[src/acs_consts.svh]
// Constants, register map and timing counts of the conversion sequencer
// Behaviour
// Software keeps converter enable at 0 before using software-trigger wait mode.
// Start bit set while stopped in scan mode converts the four selected channels.
// Scan converts slot 0 first and proceeds in order through slot 3.
// Each finished scan conversion loads its own channel result register at once.
// Scan raises the conversion-end interrupt once, right after the fourth conversion.
// One-shot scan clears the start bit itself at the end and stops.
// Writing start bit 1 during conversion aborts, drops data and restarts.
// Channel select write during scan aborts and restarts from the new slot 0.
// Clearing start bit during wait-mode conversion aborts and stops the converter.
// Wait mode ignores hardware triggers while converting.
// Wait-mode restart begins after stabilization wait from the next conversion clock.
// First conversion after restart takes the time of one with stabilization wait.
// No-wait mode: enable bit set while stopped enters standby.
// Software waits one microsecond plus two clocks after enable before start.
// No-wait mode: start bit only arms trigger standby, no conversion yet.
// Trigger with start bit 1 converts the single selected channel.
// Sequential mode stores, interrupts and immediately converts the same channel again.
// No-wait mode: trigger during conversion aborts, drops data and restarts.
// No-wait mode: select write during conversion aborts and converts the new input.
// No-wait mode: clearing start aborts and returns to standby, still powered.
// Clearing enable in standby puts the converter into stop.
// With start bit 0 hardware triggers are ignored.
// No-wait abort restarts from the next conversion clock edge.
// An aborted conversion leaves the result registers at their old values.
`ifndef ACS_CONSTS_SVH
`define ACS_CONSTS_SVH

`define ACS_A_CTRL 8'h00
`define ACS_A_SEL 8'h04
`define ACS_A_STAT 8'h08
`define ACS_A_RES0 8'h10
`define ACS_A_RES1 8'h14
`define ACS_A_RES2 8'h18
`define ACS_A_RES3 8'h1c
`define ACS_A_RES 8'h20

`define ACS_B_EN 0
`define ACS_B_START 1
`define ACS_B_HWMODE 2
`define ACS_B_SEQ 3

`define ACS_CONV_CYC 8'h10
`define ACS_STAB_NS 1000
`define ACS_CLK_NS 5
`define ACS_STAB_CYC (8'((`ACS_STAB_NS + `ACS_CLK_NS - 1) / `ACS_CLK_NS) + 8'h02)
`define ACS_RES_W 12

`endif

[src/acs_pkg.sv]
// Types of the conversion sequencer
package acs_pkg;
   typedef enum logic [3:0]
   {
      ACS_STOP = 4'h1,
      ACS_STBY = 4'h2,
      ACS_STAB = 4'h4,
      ACS_CONV = 4'h8
   } acs_state_t;
endpackage

[src/acs_conv_timer.sv]
// Conversion time counter: first conversion after a wait-mode start or any abort restart adds the stabilization wait
`timescale 1ns/10ps
`include "acs_consts.svh"
module acs_conv_timer
(
   input wire logic i_clk, // conversion clock
   input wire logic i_rst_b, // async reset, active low
   input wire logic i_ce, // clock enable
   input wire logic i_load, // start a conversion
   input wire logic i_stab, // include stabilization wait
   input wire logic i_kill, // abort, count dropped
   output logic o_done // one-cycle end of conversion
);
   typedef struct packed
   {
      logic [7:0] cnt;
      logic busy;
      logic done;
   } acs_tmr_t;
   acs_tmr_t s_r, s_nxt;

   always_comb
   begin
      s_nxt = s_r;
      s_nxt.done = 1'b0;
      if (i_load)
      begin
         s_nxt.busy = 1'b1;
         // Stabilized conversion length matches the wait-mode first conversion
         s_nxt.cnt = i_stab ? 8'(`ACS_CONV_CYC + `ACS_STAB_CYC) : `ACS_CONV_CYC;
      end
      else if (i_kill)
         s_nxt.busy = 1'b0;
      else if (s_r.busy)
      begin
         if (s_r.cnt == 8'h01)
         begin
            s_nxt.busy = 1'b0;
            s_nxt.done = 1'b1;
         end
         s_nxt.cnt = s_r.cnt - 8'h01;
      end
   end

   always_ff @(posedge i_clk or negedge i_rst_b)
   begin
      if (!i_rst_b)
         s_r <= '0;
      else if (i_ce)
         s_r <= s_nxt;
   end

   assign o_done = s_r.done;
endmodule

[src/acs_sequencer.sv]
// Conversion sequencer with APB registers: scan one-shot wait mode and hw-trigger no-wait mode
//
// Chosen here: the register offsets and the APB register port.
`timescale 1ns/10ps
`include "acs_consts.svh"
module acs_sequencer
(
   input wire logic i_clk, // conversion clock, 200 MHz
   input wire logic i_rst_b, // async reset, active low
   input wire logic i_ce, // clock enable, freezes all state
   input wire logic i_psel, // APB select
   input wire logic i_penable, // APB enable
   input wire logic i_pwrite, // APB direction
   input wire logic [7:0] i_paddr, // APB byte address
   input wire logic [31:0] i_pwdata, // APB write data
   output logic [31:0] o_prdata, // APB read data
   output logic o_pready, // APB ready
   output logic o_pslverr, // APB error on unmapped address
   input wire logic i_hw_trig, // hardware trigger pulse
   input wire logic [`ACS_RES_W-1:0] i_adc_data, // analog front end sample
   output logic [2:0] o_adc_chan, // channel fed to the front end
   output logic o_conv_active, // converter sampling
   output logic o_conversion_end_irq // one-cycle end of conversion request
);
   typedef struct packed
   {
      acs_pkg::acs_state_t st;
      logic en;
      logic start;
      logic hwmode;
      logic seq;
      logic [11:0] sel;
      logic [1:0] slot;
      logic [2:0] chan;
      logic [3:0][`ACS_RES_W-1:0] res;
      logic [`ACS_RES_W-1:0] last;
      logic [31:0] prdata;
      logic pready;
      logic pslverr;
      logic irq;
      logic active;
   } acs_state_r_t;
   acs_state_r_t s_r, s_nxt;

   logic tmr_load, tmr_stab, tmr_kill, done;

   ////////////////////////////////////////////////////////////////////////////
   function automatic logic [2:0] slot_chan(input logic [11:0] sel, input logic [1:0] slot);
      slot_chan = sel[3*slot +: 3];
   endfunction

   function automatic logic [31:0] zx(input logic [`ACS_RES_W-1:0] v);
      zx = {{(32-`ACS_RES_W){1'b0}}, v};
   endfunction

   ////////////////////////////////////////////////////////////////////////////
   logic acc, fin, wr, rd, ctrl_wr, sel_wr;
   logic start_set, start_clr, trig_ok, converting;

   always_comb
   begin
      acc = i_psel && i_penable && !s_r.pready;
      // Writes land on the edge that completes the transfer, where the master samples ready
      fin = i_psel && i_penable && s_r.pready;
      wr = fin && i_pwrite;
      rd = acc && !i_pwrite;
      ctrl_wr = wr && (i_paddr == `ACS_A_CTRL);
      sel_wr = wr && (i_paddr == `ACS_A_SEL);
      start_set = ctrl_wr && i_pwdata[`ACS_B_START];
      start_clr = ctrl_wr && !i_pwdata[`ACS_B_START];
      converting = (s_r.st == acs_pkg::ACS_CONV) || (s_r.st == acs_pkg::ACS_STAB);
      // Triggers only count in no-wait mode with start armed
      trig_ok = i_hw_trig && s_r.hwmode && s_r.start;
   end

   ////////////////////////////////////////////////////////////////////////////
   always_comb
   begin
      s_nxt = s_r;
      tmr_load = 1'b0;
      tmr_stab = 1'b0;
      tmr_kill = 1'b0;
      s_nxt.irq = 1'b0;
      s_nxt.pready = acc;
      s_nxt.pslverr = 1'b0;

      if (ctrl_wr)
      begin
         s_nxt.en = i_pwdata[`ACS_B_EN];
         s_nxt.start = i_pwdata[`ACS_B_START];
         // Mode bits only change when stopped, software's job in practice
         if (s_r.st == acs_pkg::ACS_STOP)
         begin
            s_nxt.hwmode = i_pwdata[`ACS_B_HWMODE];
            s_nxt.seq = i_pwdata[`ACS_B_SEQ];
         end
      end
      if (sel_wr)
         s_nxt.sel = i_pwdata[11:0];
      if (rd)
      begin
         case (i_paddr)
            `ACS_A_CTRL: s_nxt.prdata = {28'h0, s_r.seq, s_r.hwmode, s_r.start, s_r.en};
            `ACS_A_SEL: s_nxt.prdata = {20'h0, s_r.sel};
            `ACS_A_STAT: s_nxt.prdata = {25'h0, s_r.chan, s_r.st};
            `ACS_A_RES0: s_nxt.prdata = zx(s_r.res[0]);
            `ACS_A_RES1: s_nxt.prdata = zx(s_r.res[1]);
            `ACS_A_RES2: s_nxt.prdata = zx(s_r.res[2]);
            `ACS_A_RES3: s_nxt.prdata = zx(s_r.res[3]);
            `ACS_A_RES: s_nxt.prdata = zx(s_r.last);
            default:
            begin
               s_nxt.prdata = 32'h0;
               s_nxt.pslverr = 1'b1;
            end
         endcase
      end
      else if (acc)
         s_nxt.pslverr = !((i_paddr == `ACS_A_CTRL) || (i_paddr == `ACS_A_SEL) || (i_paddr == `ACS_A_STAT)
            || (i_paddr[7:4] == 4'h1) || (i_paddr == `ACS_A_RES));

      case (s_r.st)
         acs_pkg::ACS_STOP:
         begin
            // Mode bits written by this same access already choose the path
            if (!s_nxt.hwmode && start_set)
            begin
               // Scan starts at slot 0, wait mode adds stabilization
               s_nxt.slot = 2'h0;
               s_nxt.chan = slot_chan(s_nxt.sel, 2'h0);
               s_nxt.st = acs_pkg::ACS_CONV;
               tmr_load = 1'b1;
               tmr_stab = 1'b1;
            end
            else if (s_nxt.hwmode && ctrl_wr && i_pwdata[`ACS_B_EN])
               s_nxt.st = acs_pkg::ACS_STBY;
         end
         acs_pkg::ACS_STBY:
         begin
            if (ctrl_wr && !i_pwdata[`ACS_B_EN])
               s_nxt.st = acs_pkg::ACS_STOP;
            else if (trig_ok)
            begin
               // Start bit alone only arms; trigger converts one channel
               s_nxt.chan = slot_chan(s_r.sel, 2'h0);
               s_nxt.st = acs_pkg::ACS_CONV;
               tmr_load = 1'b1;
            end
         end
         acs_pkg::ACS_STAB:
         begin
            // Restart one clock after the abort edge
            s_nxt.st = acs_pkg::ACS_CONV;
            s_nxt.chan = s_r.hwmode ? slot_chan(s_r.sel, 2'h0) : slot_chan(s_r.sel, s_r.slot);
            tmr_load = 1'b1;
            tmr_stab = 1'b1;
         end
         acs_pkg::ACS_CONV:
         begin
            if (start_clr)
            begin
               tmr_kill = 1'b1;
               s_nxt.st = s_r.hwmode ? acs_pkg::ACS_STBY : acs_pkg::ACS_STOP;
            end
            else if (start_set || sel_wr || trig_ok)
            begin
               // Partial data dropped; results keep older values
               tmr_kill = 1'b1;
               s_nxt.slot = 2'h0;
               s_nxt.st = acs_pkg::ACS_STAB;
            end
            else if (done)
            begin
               s_nxt.last = i_adc_data;
               if (!s_r.hwmode)
               begin
                  s_nxt.res[s_r.slot] = i_adc_data;
                  if (s_r.slot == 2'h3)
                  begin
                     s_nxt.irq = 1'b1;
                     s_nxt.start = 1'b0;
                     s_nxt.st = acs_pkg::ACS_STOP;
                  end
                  else
                  begin
                     s_nxt.slot = s_r.slot + 2'h1;
                     s_nxt.chan = slot_chan(s_r.sel, s_r.slot + 2'h1);
                     tmr_load = 1'b1;
                  end
               end
               else
               begin
                  s_nxt.res[0] = i_adc_data;
                  s_nxt.irq = 1'b1;
                  if (s_r.seq)
                     tmr_load = 1'b1;
                  else
                     s_nxt.st = acs_pkg::ACS_STBY;
               end
            end
         end
         default: s_nxt.st = acs_pkg::ACS_STOP;
      endcase
      s_nxt.active = (s_nxt.st == acs_pkg::ACS_CONV);
   end

   ////////////////////////////////////////////////////////////////////////////
   acs_conv_timer u_timer
   (
      .i_clk(i_clk),
      .i_rst_b(i_rst_b),
      .i_ce(i_ce),
      .i_load(tmr_load),
      .i_stab(tmr_stab),
      .i_kill(tmr_kill),
      .o_done(done)
   );

   always_ff @(posedge i_clk or negedge i_rst_b)
   begin
      if (!i_rst_b)
      begin
         s_r <= '0;
         s_r.st <= acs_pkg::ACS_STOP;
      end
      else if (i_ce)
         s_r <= s_nxt;
   end

   assign o_prdata = s_r.prdata;
   assign o_pready = s_r.pready;
   assign o_pslverr = s_r.pslverr;
   assign o_adc_chan = s_r.chan;
   assign o_conv_active = s_r.active;
   assign o_conversion_end_irq = s_r.irq;

   ////////////////////////////////////////////////////////////////////////////
   a_scan_irq_last: assert property (@(posedge i_clk) disable iff (!i_rst_b)
      (i_ce && !s_r.hwmode && s_r.st == acs_pkg::ACS_CONV && done && !ctrl_wr && !sel_wr) |=>
      (o_conversion_end_irq == ($past(s_r.slot) == 2'h3)))
      else $error("scan interrupt not tied to fourth conversion");
   a_scan_self_clear: assert property (@(posedge i_clk) disable iff (!i_rst_b)
      (i_ce && o_conversion_end_irq && !s_r.hwmode) |-> (!s_r.start && s_r.st == acs_pkg::ACS_STOP))
      else $error("start bit not cleared after scan");
   a_wait_stop_clr: assert property (@(posedge i_clk) disable iff (!i_rst_b)
      (i_ce && !s_r.hwmode && s_r.st == acs_pkg::ACS_CONV && start_clr) |=> (s_r.st == acs_pkg::ACS_STOP))
      else $error("start clear did not stop");
   a_nowait_stby_clr: assert property (@(posedge i_clk) disable iff (!i_rst_b)
      (i_ce && s_r.hwmode && s_r.st == acs_pkg::ACS_CONV && start_clr) |=> (s_r.st == acs_pkg::ACS_STBY))
      else $error("start clear did not return to standby");
   a_abort_restart: assert property (@(posedge i_clk) disable iff (!i_rst_b)
      (i_ce && s_r.st == acs_pkg::ACS_CONV && (start_set || sel_wr) && !start_clr)
      |=> (s_r.st == acs_pkg::ACS_STAB) ##1 (s_r.st == acs_pkg::ACS_CONV || !i_ce))
      else $error("abort did not restart");
   a_abort_keeps_res: assert property (@(posedge i_clk) disable iff (!i_rst_b)
      (i_ce && s_r.st == acs_pkg::ACS_CONV && tmr_kill) |=> $stable(s_r.res))
      else $error("abort altered results");
   a_trig_ignored: assert property (@(posedge i_clk) disable iff (!i_rst_b)
      (i_ce && s_r.st == acs_pkg::ACS_STBY && !s_r.start) |=> (s_r.st != acs_pkg::ACS_CONV))
      else $error("trigger accepted with start clear");
   a_wait_no_trig: assert property (@(posedge i_clk) disable iff (!i_rst_b)
      (i_ce && !s_r.hwmode && s_r.st == acs_pkg::ACS_CONV && i_hw_trig && !ctrl_wr && !sel_wr && !done)
      |=> (s_r.st == acs_pkg::ACS_CONV))
      else $error("trigger disturbed wait-mode scan");
   a_enable_stop: assert property (@(posedge i_clk) disable iff (!i_rst_b)
      (i_ce && s_r.st == acs_pkg::ACS_STBY && ctrl_wr && !i_pwdata[`ACS_B_EN]) |=> (s_r.st == acs_pkg::ACS_STOP))
      else $error("enable clear did not stop");

   // APB: one wait state, ready stands for one cycle only
   a_apb_one_wait: assert property (@(posedge i_clk) disable iff (!i_rst_b)
      (i_ce && i_psel && i_penable && !o_pready)
      |=> o_pready)
      else $error("access phase not answered after one wait state");

   a_apb_ready_pulse: assert property (@(posedge i_clk) disable iff (!i_rst_b)
      (i_ce && o_pready)
      |=> !o_pready)
      else $error("ready held longer than one cycle");

   a_irq_one_cycle: assert property (@(posedge i_clk) disable iff (!i_rst_b)
      (i_ce && o_conversion_end_irq)
      |=> !o_conversion_end_irq)
      else $error("end interrupt longer than one cycle");

   // An interrupt can only follow a conversion, never stop or standby
   a_irq_after_conv: assert property (@(posedge i_clk) disable iff (!i_rst_b)
      (i_ce && !converting)
      |=> !o_conversion_end_irq)
      else $error("end interrupt without a conversion");

   a_scan_result_store: assert property (@(posedge i_clk) disable iff (!i_rst_b)
      (i_ce && !s_r.hwmode && s_r.st == acs_pkg::ACS_CONV && done && !ctrl_wr && !sel_wr)
      |=> (s_r.res[$past(s_r.slot)] == $past(i_adc_data)))
      else $error("scan result not stored in its slot");

   a_scan_order: assert property (@(posedge i_clk) disable iff (!i_rst_b)
      (i_ce && !s_r.hwmode && s_r.st == acs_pkg::ACS_CONV && done && !ctrl_wr && !sel_wr && s_r.slot != 2'h3)
      |=> (s_r.st == acs_pkg::ACS_CONV && s_r.slot == 2'($past(s_r.slot) + 2'h1)))
      else $error("scan slot order broken");

   a_stby_on_enable: assert property (@(posedge i_clk) disable iff (!i_rst_b)
      (i_ce && s_r.st == acs_pkg::ACS_STOP && ctrl_wr && i_pwdata[`ACS_B_HWMODE] && i_pwdata[`ACS_B_EN])
      |=> (s_r.st == acs_pkg::ACS_STBY))
      else $error("enable in no-wait mode did not reach standby");

   // Start alone must never begin a conversion in no-wait mode
   a_start_arms_only: assert property (@(posedge i_clk) disable iff (!i_rst_b)
      (i_ce && s_r.st == acs_pkg::ACS_STBY && ctrl_wr && i_pwdata[`ACS_B_EN] && !i_hw_trig)
      |=> (s_r.st == acs_pkg::ACS_STBY && !o_conv_active))
      else $error("start bit began a conversion");

   a_trig_converts: assert property (@(posedge i_clk) disable iff (!i_rst_b)
      (i_ce && s_r.hwmode && s_r.start && s_r.st == acs_pkg::ACS_STBY && i_hw_trig && !ctrl_wr)
      |=> (s_r.st == acs_pkg::ACS_CONV && o_adc_chan == $past(s_r.sel[2:0])))
      else $error("trigger did not convert the selected channel");

   a_seq_continue: assert property (@(posedge i_clk) disable iff (!i_rst_b)
      (i_ce && s_r.hwmode && s_r.seq && s_r.st == acs_pkg::ACS_CONV && done && !ctrl_wr && !sel_wr && !i_hw_trig)
      |=> (o_conversion_end_irq && s_r.st == acs_pkg::ACS_CONV && s_r.res[0] == $past(i_adc_data)))
      else $error("sequential conversion did not store and continue");

   a_trig_abort: assert property (@(posedge i_clk) disable iff (!i_rst_b)
      (i_ce && s_r.hwmode && s_r.start && s_r.st == acs_pkg::ACS_CONV && i_hw_trig && !ctrl_wr && !sel_wr)
      |=> (s_r.st == acs_pkg::ACS_STAB) ##1 (s_r.st == acs_pkg::ACS_CONV))
      else $error("trigger did not abort and restart");

   // Abort restarts on the next edge, from slot 0 of the new selection
   a_sel_restart: assert property (@(posedge i_clk) disable iff (!i_rst_b)
      (i_ce && s_r.st == acs_pkg::ACS_CONV && sel_wr)
      |-> ##2 (o_adc_chan == $past(i_pwdata[2:0], 2) && s_r.slot == 2'h0))
      else $error("select write did not restart on the new channel");

   a_restart_conv: assert property (@(posedge i_clk) disable iff (!i_rst_b)
      (i_ce && s_r.st == acs_pkg::ACS_STAB)
      |=> (s_r.st == acs_pkg::ACS_CONV && o_conv_active))
      else $error("restart did not follow the abort edge");

   // Main scenarios

   c_scan_done: cover property (@(posedge i_clk) o_conversion_end_irq && !s_r.hwmode);
   c_hw_seq: cover property (@(posedge i_clk) o_conversion_end_irq && s_r.hwmode && s_r.seq);
   c_restart: cover property (@(posedge i_clk) s_r.st == acs_pkg::ACS_STAB);
   c_trig_abort: cover property (@(posedge i_clk) s_r.hwmode && s_r.st == acs_pkg::ACS_STAB);
   c_stby_stop: cover property (@(posedge i_clk) s_r.st == acs_pkg::ACS_STBY ##1 s_r.st == acs_pkg::ACS_STOP);
endmodule

[config.mk]
export PLATFORM = sky130hd
export DESIGN_NAME = acs_sequencer
export DESIGN_NICKNAME = d
export VERILOG_FILES = /design/src/acs_pkg.sv /design/src/acs_conv_timer.sv /design/src/acs_sequencer.sv
export VERILOG_INCLUDE_DIRS = /design/src
export SDC_FILE = /design/constraint.sdc
export NUM_CORES = 1
export LEC_CHECK = 0
export BUFFER_PORTS_ARGS = -buffer_cell sky130_fd_sc_hd__buf_2
export CORE_MARGIN = 2
export CORE_UTILIZATION = 62
export DETAILED_ROUTE_END_ITERATION = 8
export PLACE_DENSITY = 0.86
export SLEW_MARGIN = 20
export SYNTH_ARGS = -nofsm -noshare
export SYNTH_HDL_FRONTEND = slang
export SYNTH_SLANG_ARGS = --single-unit
[constraint.sdc]
create_clock -name i_clk -period 5.5 [get_ports i_clk]
set_input_delay 1.65 -clock i_clk [delete_from_list [all_inputs] [get_ports i_clk]]
set_output_delay 1.65 -clock i_clk [all_outputs]
set_load 0.03 [all_outputs]
# Word-level counts from Yosys, hierarchy flattened
# Index checks and enable logic that the tools add are counted.
# totals
ff_bits,131
in_bits,59
out_inout_bits,39
elab_cells,171
# classes
addsub,2
multipliers,2
order_cmp,2
n_eq_ne,27
n_shift,2
muxes,69
n_bitwise,3
reduce_logical,42
# ops
op,n
$mux 65,2
$pmux 12 s8,1
$mux 63,1
$bwmux 48,1
$mux 41,1
$mux 4,10
$eq 8x5->1 const B,4
$mux 1,30
$demux 12 s2,1
$mux 12,2
$shiftx 12x5->3,2
$logic_and 1x1->1,16
$mux 8,2
$pmux 4 s4,1
$mux 3,5
$ne 2x2->1 const B,7
$pmux 3 s4,1
$mux 10,1
$mux 5,2
$reduce_and 10->1,1
$mux 9,1
$eq 4x1->1 const B,2
$eq 4x4->1 const B,2
$eq 8x1->1 const B,1
31 further kinds,52

# Depth between registers and ports, before layout
# logic_depth
depth_word,12
depth_mapped,8
ltp_nobuf,6

# Hierarchy
# Synthesis repeated with hierarchy kept, for this count alone.
# unflattened
cells_unflattened,580
area_unflattened_um2,6179.7
# modules_own_cells
module,instances,cells_each,area_each_um2,seq_area_each_um2
acs_sequencer,1,514,5560.3,2528.7
acs_conv_timer,1,66,619.3,250.2

# Worst setup path before layout
# No wires, ideal clock.
# synth_timing
kind,input port to flip-flop
start,input i_paddr[5]
end,"register s_r, in the netlist o_adc_chan[0]"
setup_time_ns,0.128
arrival_time_ns,3.518
required_time_ns,5.372
slack_ns,1.855
cell_stages,7
path_buffers,2
path_cell_list,buf_6 or4_4 buf_6 nor4_2 o31ai_1 a2111o_1 mux2_1
# synth_via
elab_chain_len,7
elab_cells_between_ends,20
classes_between,5 x eq/ne; 4 x mux; 11 x reduce/logical
# synth_lines
item,line_no,rtl
start: declaration,acs_sequencer.sv:14,"input wire logic [7:0] i_paddr,"
$logic_not 8->1,--,
$logic_and 1x1->1,acs_sequencer.sv:67,ctrl_wr = wr && (i_paddr == `ACS_A_CTRL);
$mux 3 or $logic_and 1x1->1 (tied branches),"acs_sequencer.sv:87, acs_sequencer.sv:69",
$logic_not 1->1 or $logic_or 1x1->1 (tied branches),"acs_sequencer.sv:126, acs_sequencer.sv:165",
$logic_and 1x1->1 or $logic_or 1x1->1 (tied branches),"acs_sequencer.sv:126, acs_sequencer.sv:165",
$ne 2x1->1 (no source line) or $ne 2x2->1 (tied branches),--,
$reduce_and 10->1 (no source line),--,
end signal: assignment,acs_sequencer.sv:227,s_r <= s_nxt;
end: declaration,acs_sequencer.sv:43,"acs_state_r_t s_r, s_nxt;"
# Several ways; a longest one is shown, not always the timed one. The select of a mux whose other input is x is not followed.
# A chain may end at the register's enable or synchronous reset.

==> results.cfg <==
[global_route]
grt_use_met2 = 0.483
grt_util_met1 = 0.386
track_usage = 0.294
antenna_found_initial = 0
grt_pass1_wl_um = 25400
grt_pass1_vias = 4888
grt_most_used_layer = met2
met3_usage = 0.0717
grt_overflow = 0
grt_max_degree = 57

[cts]
cts.path.max_buffers = 2
clock-sinks = 111
postCtsSetupRepairBufs = 0
path_clk_slew_ps = 100
numCtsBuffers = 9
cts_root_buf = clkbuf_8
cts_hold_buf = 0
cts_resized = 0
cts_max_level = 3
cts_tree = done
clock_latency_ps = 390

[detailed_routing]
post-route-drc-count = 0
drt-initial-drc-count = 501
routed_wl_um = 15500
wire_per_inst_um = 20.6
avgViaCountPerCell = 6.59
vias = 4958
drtAntennaViolNets = 0
first_pass_iters = 5

[power]
power_density_mw_per_mm2 = 241
p_int_uw = 1170
p_switching_uw = 441
leakage_uw = 0.00306
peakVddDrop_mv = 0.164
switching_share = 0.273
combPwrFrac = 0.112
power_frac_seq = 0.546
pwr-share-clk = 0.342

[placed_design]
hpwlAfterDp_um = 11100
gp_congestion = 0.947
dp_slack_ps = 1100
io_buffer_count = 57
place_inst = 736

[finish]
nFillCells = 751
fin_util = 0.683
syn_to_final_growth_pct = 6.71
num_antenna_cells = 0
drive_above_1_share = 0.281
nets = 679
multi_input_area_mm2 = 0.00313
final_cells = 752
seqCellArea_mm2 = 0.00278

[floorplanning]
rows = 36
dieArea_mm2 = 0.0110
start_util = 0.640
boundaryPins = 98
die_w_um = 105
die_h_um = 105
placeableCoreArea_mm2 = 0.00982

[sta]
final-setup-viol-count = 0
finalClockSkew_ps = 17.5
worst_pin_slew_ps = 886
min_period_ps = 4070
period_share = 0.740
rsz0062_at_grt = false
slew_headroom = 0.406
setup_slack_ps = 1430
fmax_ghz = 0.246
slew_violations = 0
hold_viol = 0
setup_tns_ps = 0

[critical_path]
path_class = in2reg
r2r_start = s_r[118]
r2r_slack_ps = 2030
start_kind = input pin
crit_top_cell = nor3_2
rr_worst_depth = 5
crit_start = i_penable
crit_slowest_cell = nor3_2
cp.required_ps = 5780
critPathCaptureType = register
critPathArrivalTime_ps = 4350
cp_cell_sequence = buf_2 -> nand4_1 -> nor3_2 -> nor3_2 -> and3b_1 -> mux2_2
max_stage_delay_ps = 760
crit_fanout = 12

[synthesis]
ys_ff_latch = 111
seq_area_frac_synth = 0.442
syn_area_mm2 = 0.00629
synthArstFlopShare = 1.00
synth_edf_count = 0
synth_ff_type = dfrtp_1
netlist_instances = 586
synth_cell_types = 73
yosysWarningCount = 0
synth_top_area_cell = dfrtp_1
synth.area.top_cells = dfrtp_1 (44%), mux2_2 (13%), buf_4 (4.2%)
syn_area_per_cell_um2 = 10.7
synth_top_cell_area_share = 0.438

[status]
status = completed

[worst_hold_path]
worst_hold_path.num_cells = 2
hp-class = reg2reg

[flow_run]
cap_violations = 0
## metal layers
metal  routed length, um  part of all wire
met2                7590              0.49
met4                 359             0.023
met1                6210              0.40
met3                1360             0.088
met5                   0                 0
## worst min path at each step
stage                  from           end
2_1_floorplan   o_prdata[0]   o_prdata[0]
3_3_place_gp    o_prdata[7]   o_prdata[7]
3_5_place_dp    o_prdata[9]   o_prdata[9]
4_1_cts         o_prdata[9]   o_prdata[9]
5_1_grt        o_prdata[10]  o_prdata[10]
6_report        o_prdata[9]   o_prdata[9]
## power by group through the flow
stage	clock network (uW)	logic [uW]	registers [uW]
2_1_floorplan	0	127	885
3_3_place_gp	0	174	894
3_5_place_dp	0	179	895
4_1_cts	559	180	879
5_1_grt	593	201	886
6_report	552	182	881
## through the flow
step                      instance area [um2]  total power (uW)  hold slack, ps
after floorplan                          6360              1010             451
after global placement                   6480              1070             461
after detailed placement                 6480              1070             476
after CTS                                6710              1620             500
after global routing                     6710              1680             529
final                                    6710              1610             492
## kinds of logic after synthesis
| kind of cell | Yosys count | share of synthesized area |
|---|---|---|
| and+or+nand+nor | 166 | 0.151 |
| AOI/OAI and AO/OA | 115 | 0.133 |
| DFF | 111 | 0.442 |
| muxes | 100 | 0.180 |
| buffers and inverters | 83 | 0.0746 |
| adders and majority gates | 6 | 0.0119 |
| xor gates and xnor gates | 4 | 0.00557 |
| other | 1 | 0.000596 |
## worst max-delay path, delay by kind of cell
family,cells,cell delay (ps)
AND/OR/NAND/NOR,4,2130
buffers and inverters,1,120
multiplexers,1,420
## cell usage in the layout, fill, tap and decap left out, drive strengths merged, types with 4 or more instances in the layout
cell and count:
a2111oi 5, a211oi 9, a21oi 8, a22oi 5
buf 65, clkbuf 10, conb 20, dfrtp 110
ha 6, inv 19, mux2 77, mux2i 20
nand2 36, nand3 34, nor2 31, nor3 10
nor4 10, nor4b 8, o21a 6, o21ai 32
o22ai 4, o41ai 4, or4 6, or4b 4
xor2 4
## cells in the mapped netlist, drive strengths merged (8+ instances only)
cell / count
mux2: 77
clkbuf: 20
nor3: 10
o21ai: 32
buf: 47
nor4: 10
inv: 16
nand2: 36
nand3: 34
a21oi: 8
dfrtp: 110
nor2: 31
nor4b: 8
mux2i: 20
a211oi: 9
## cell type report
| class | count | share of cell area |
|---|---|---|
| Multi-Input combinational cell | 411 | 0.466 |
| Sequential cell | 111 | 0.414 |
| Timing Repair Buffer | 65 | 0.0518 |
| Tap cell | 133 | 0.0248 |
| Clock buffer | 10 | 0.0190 |
| Clock inverter | 6 | 0.0147 |
| Inverter | 16 | 0.00895 |
Power figures use the tool's default switching activity.
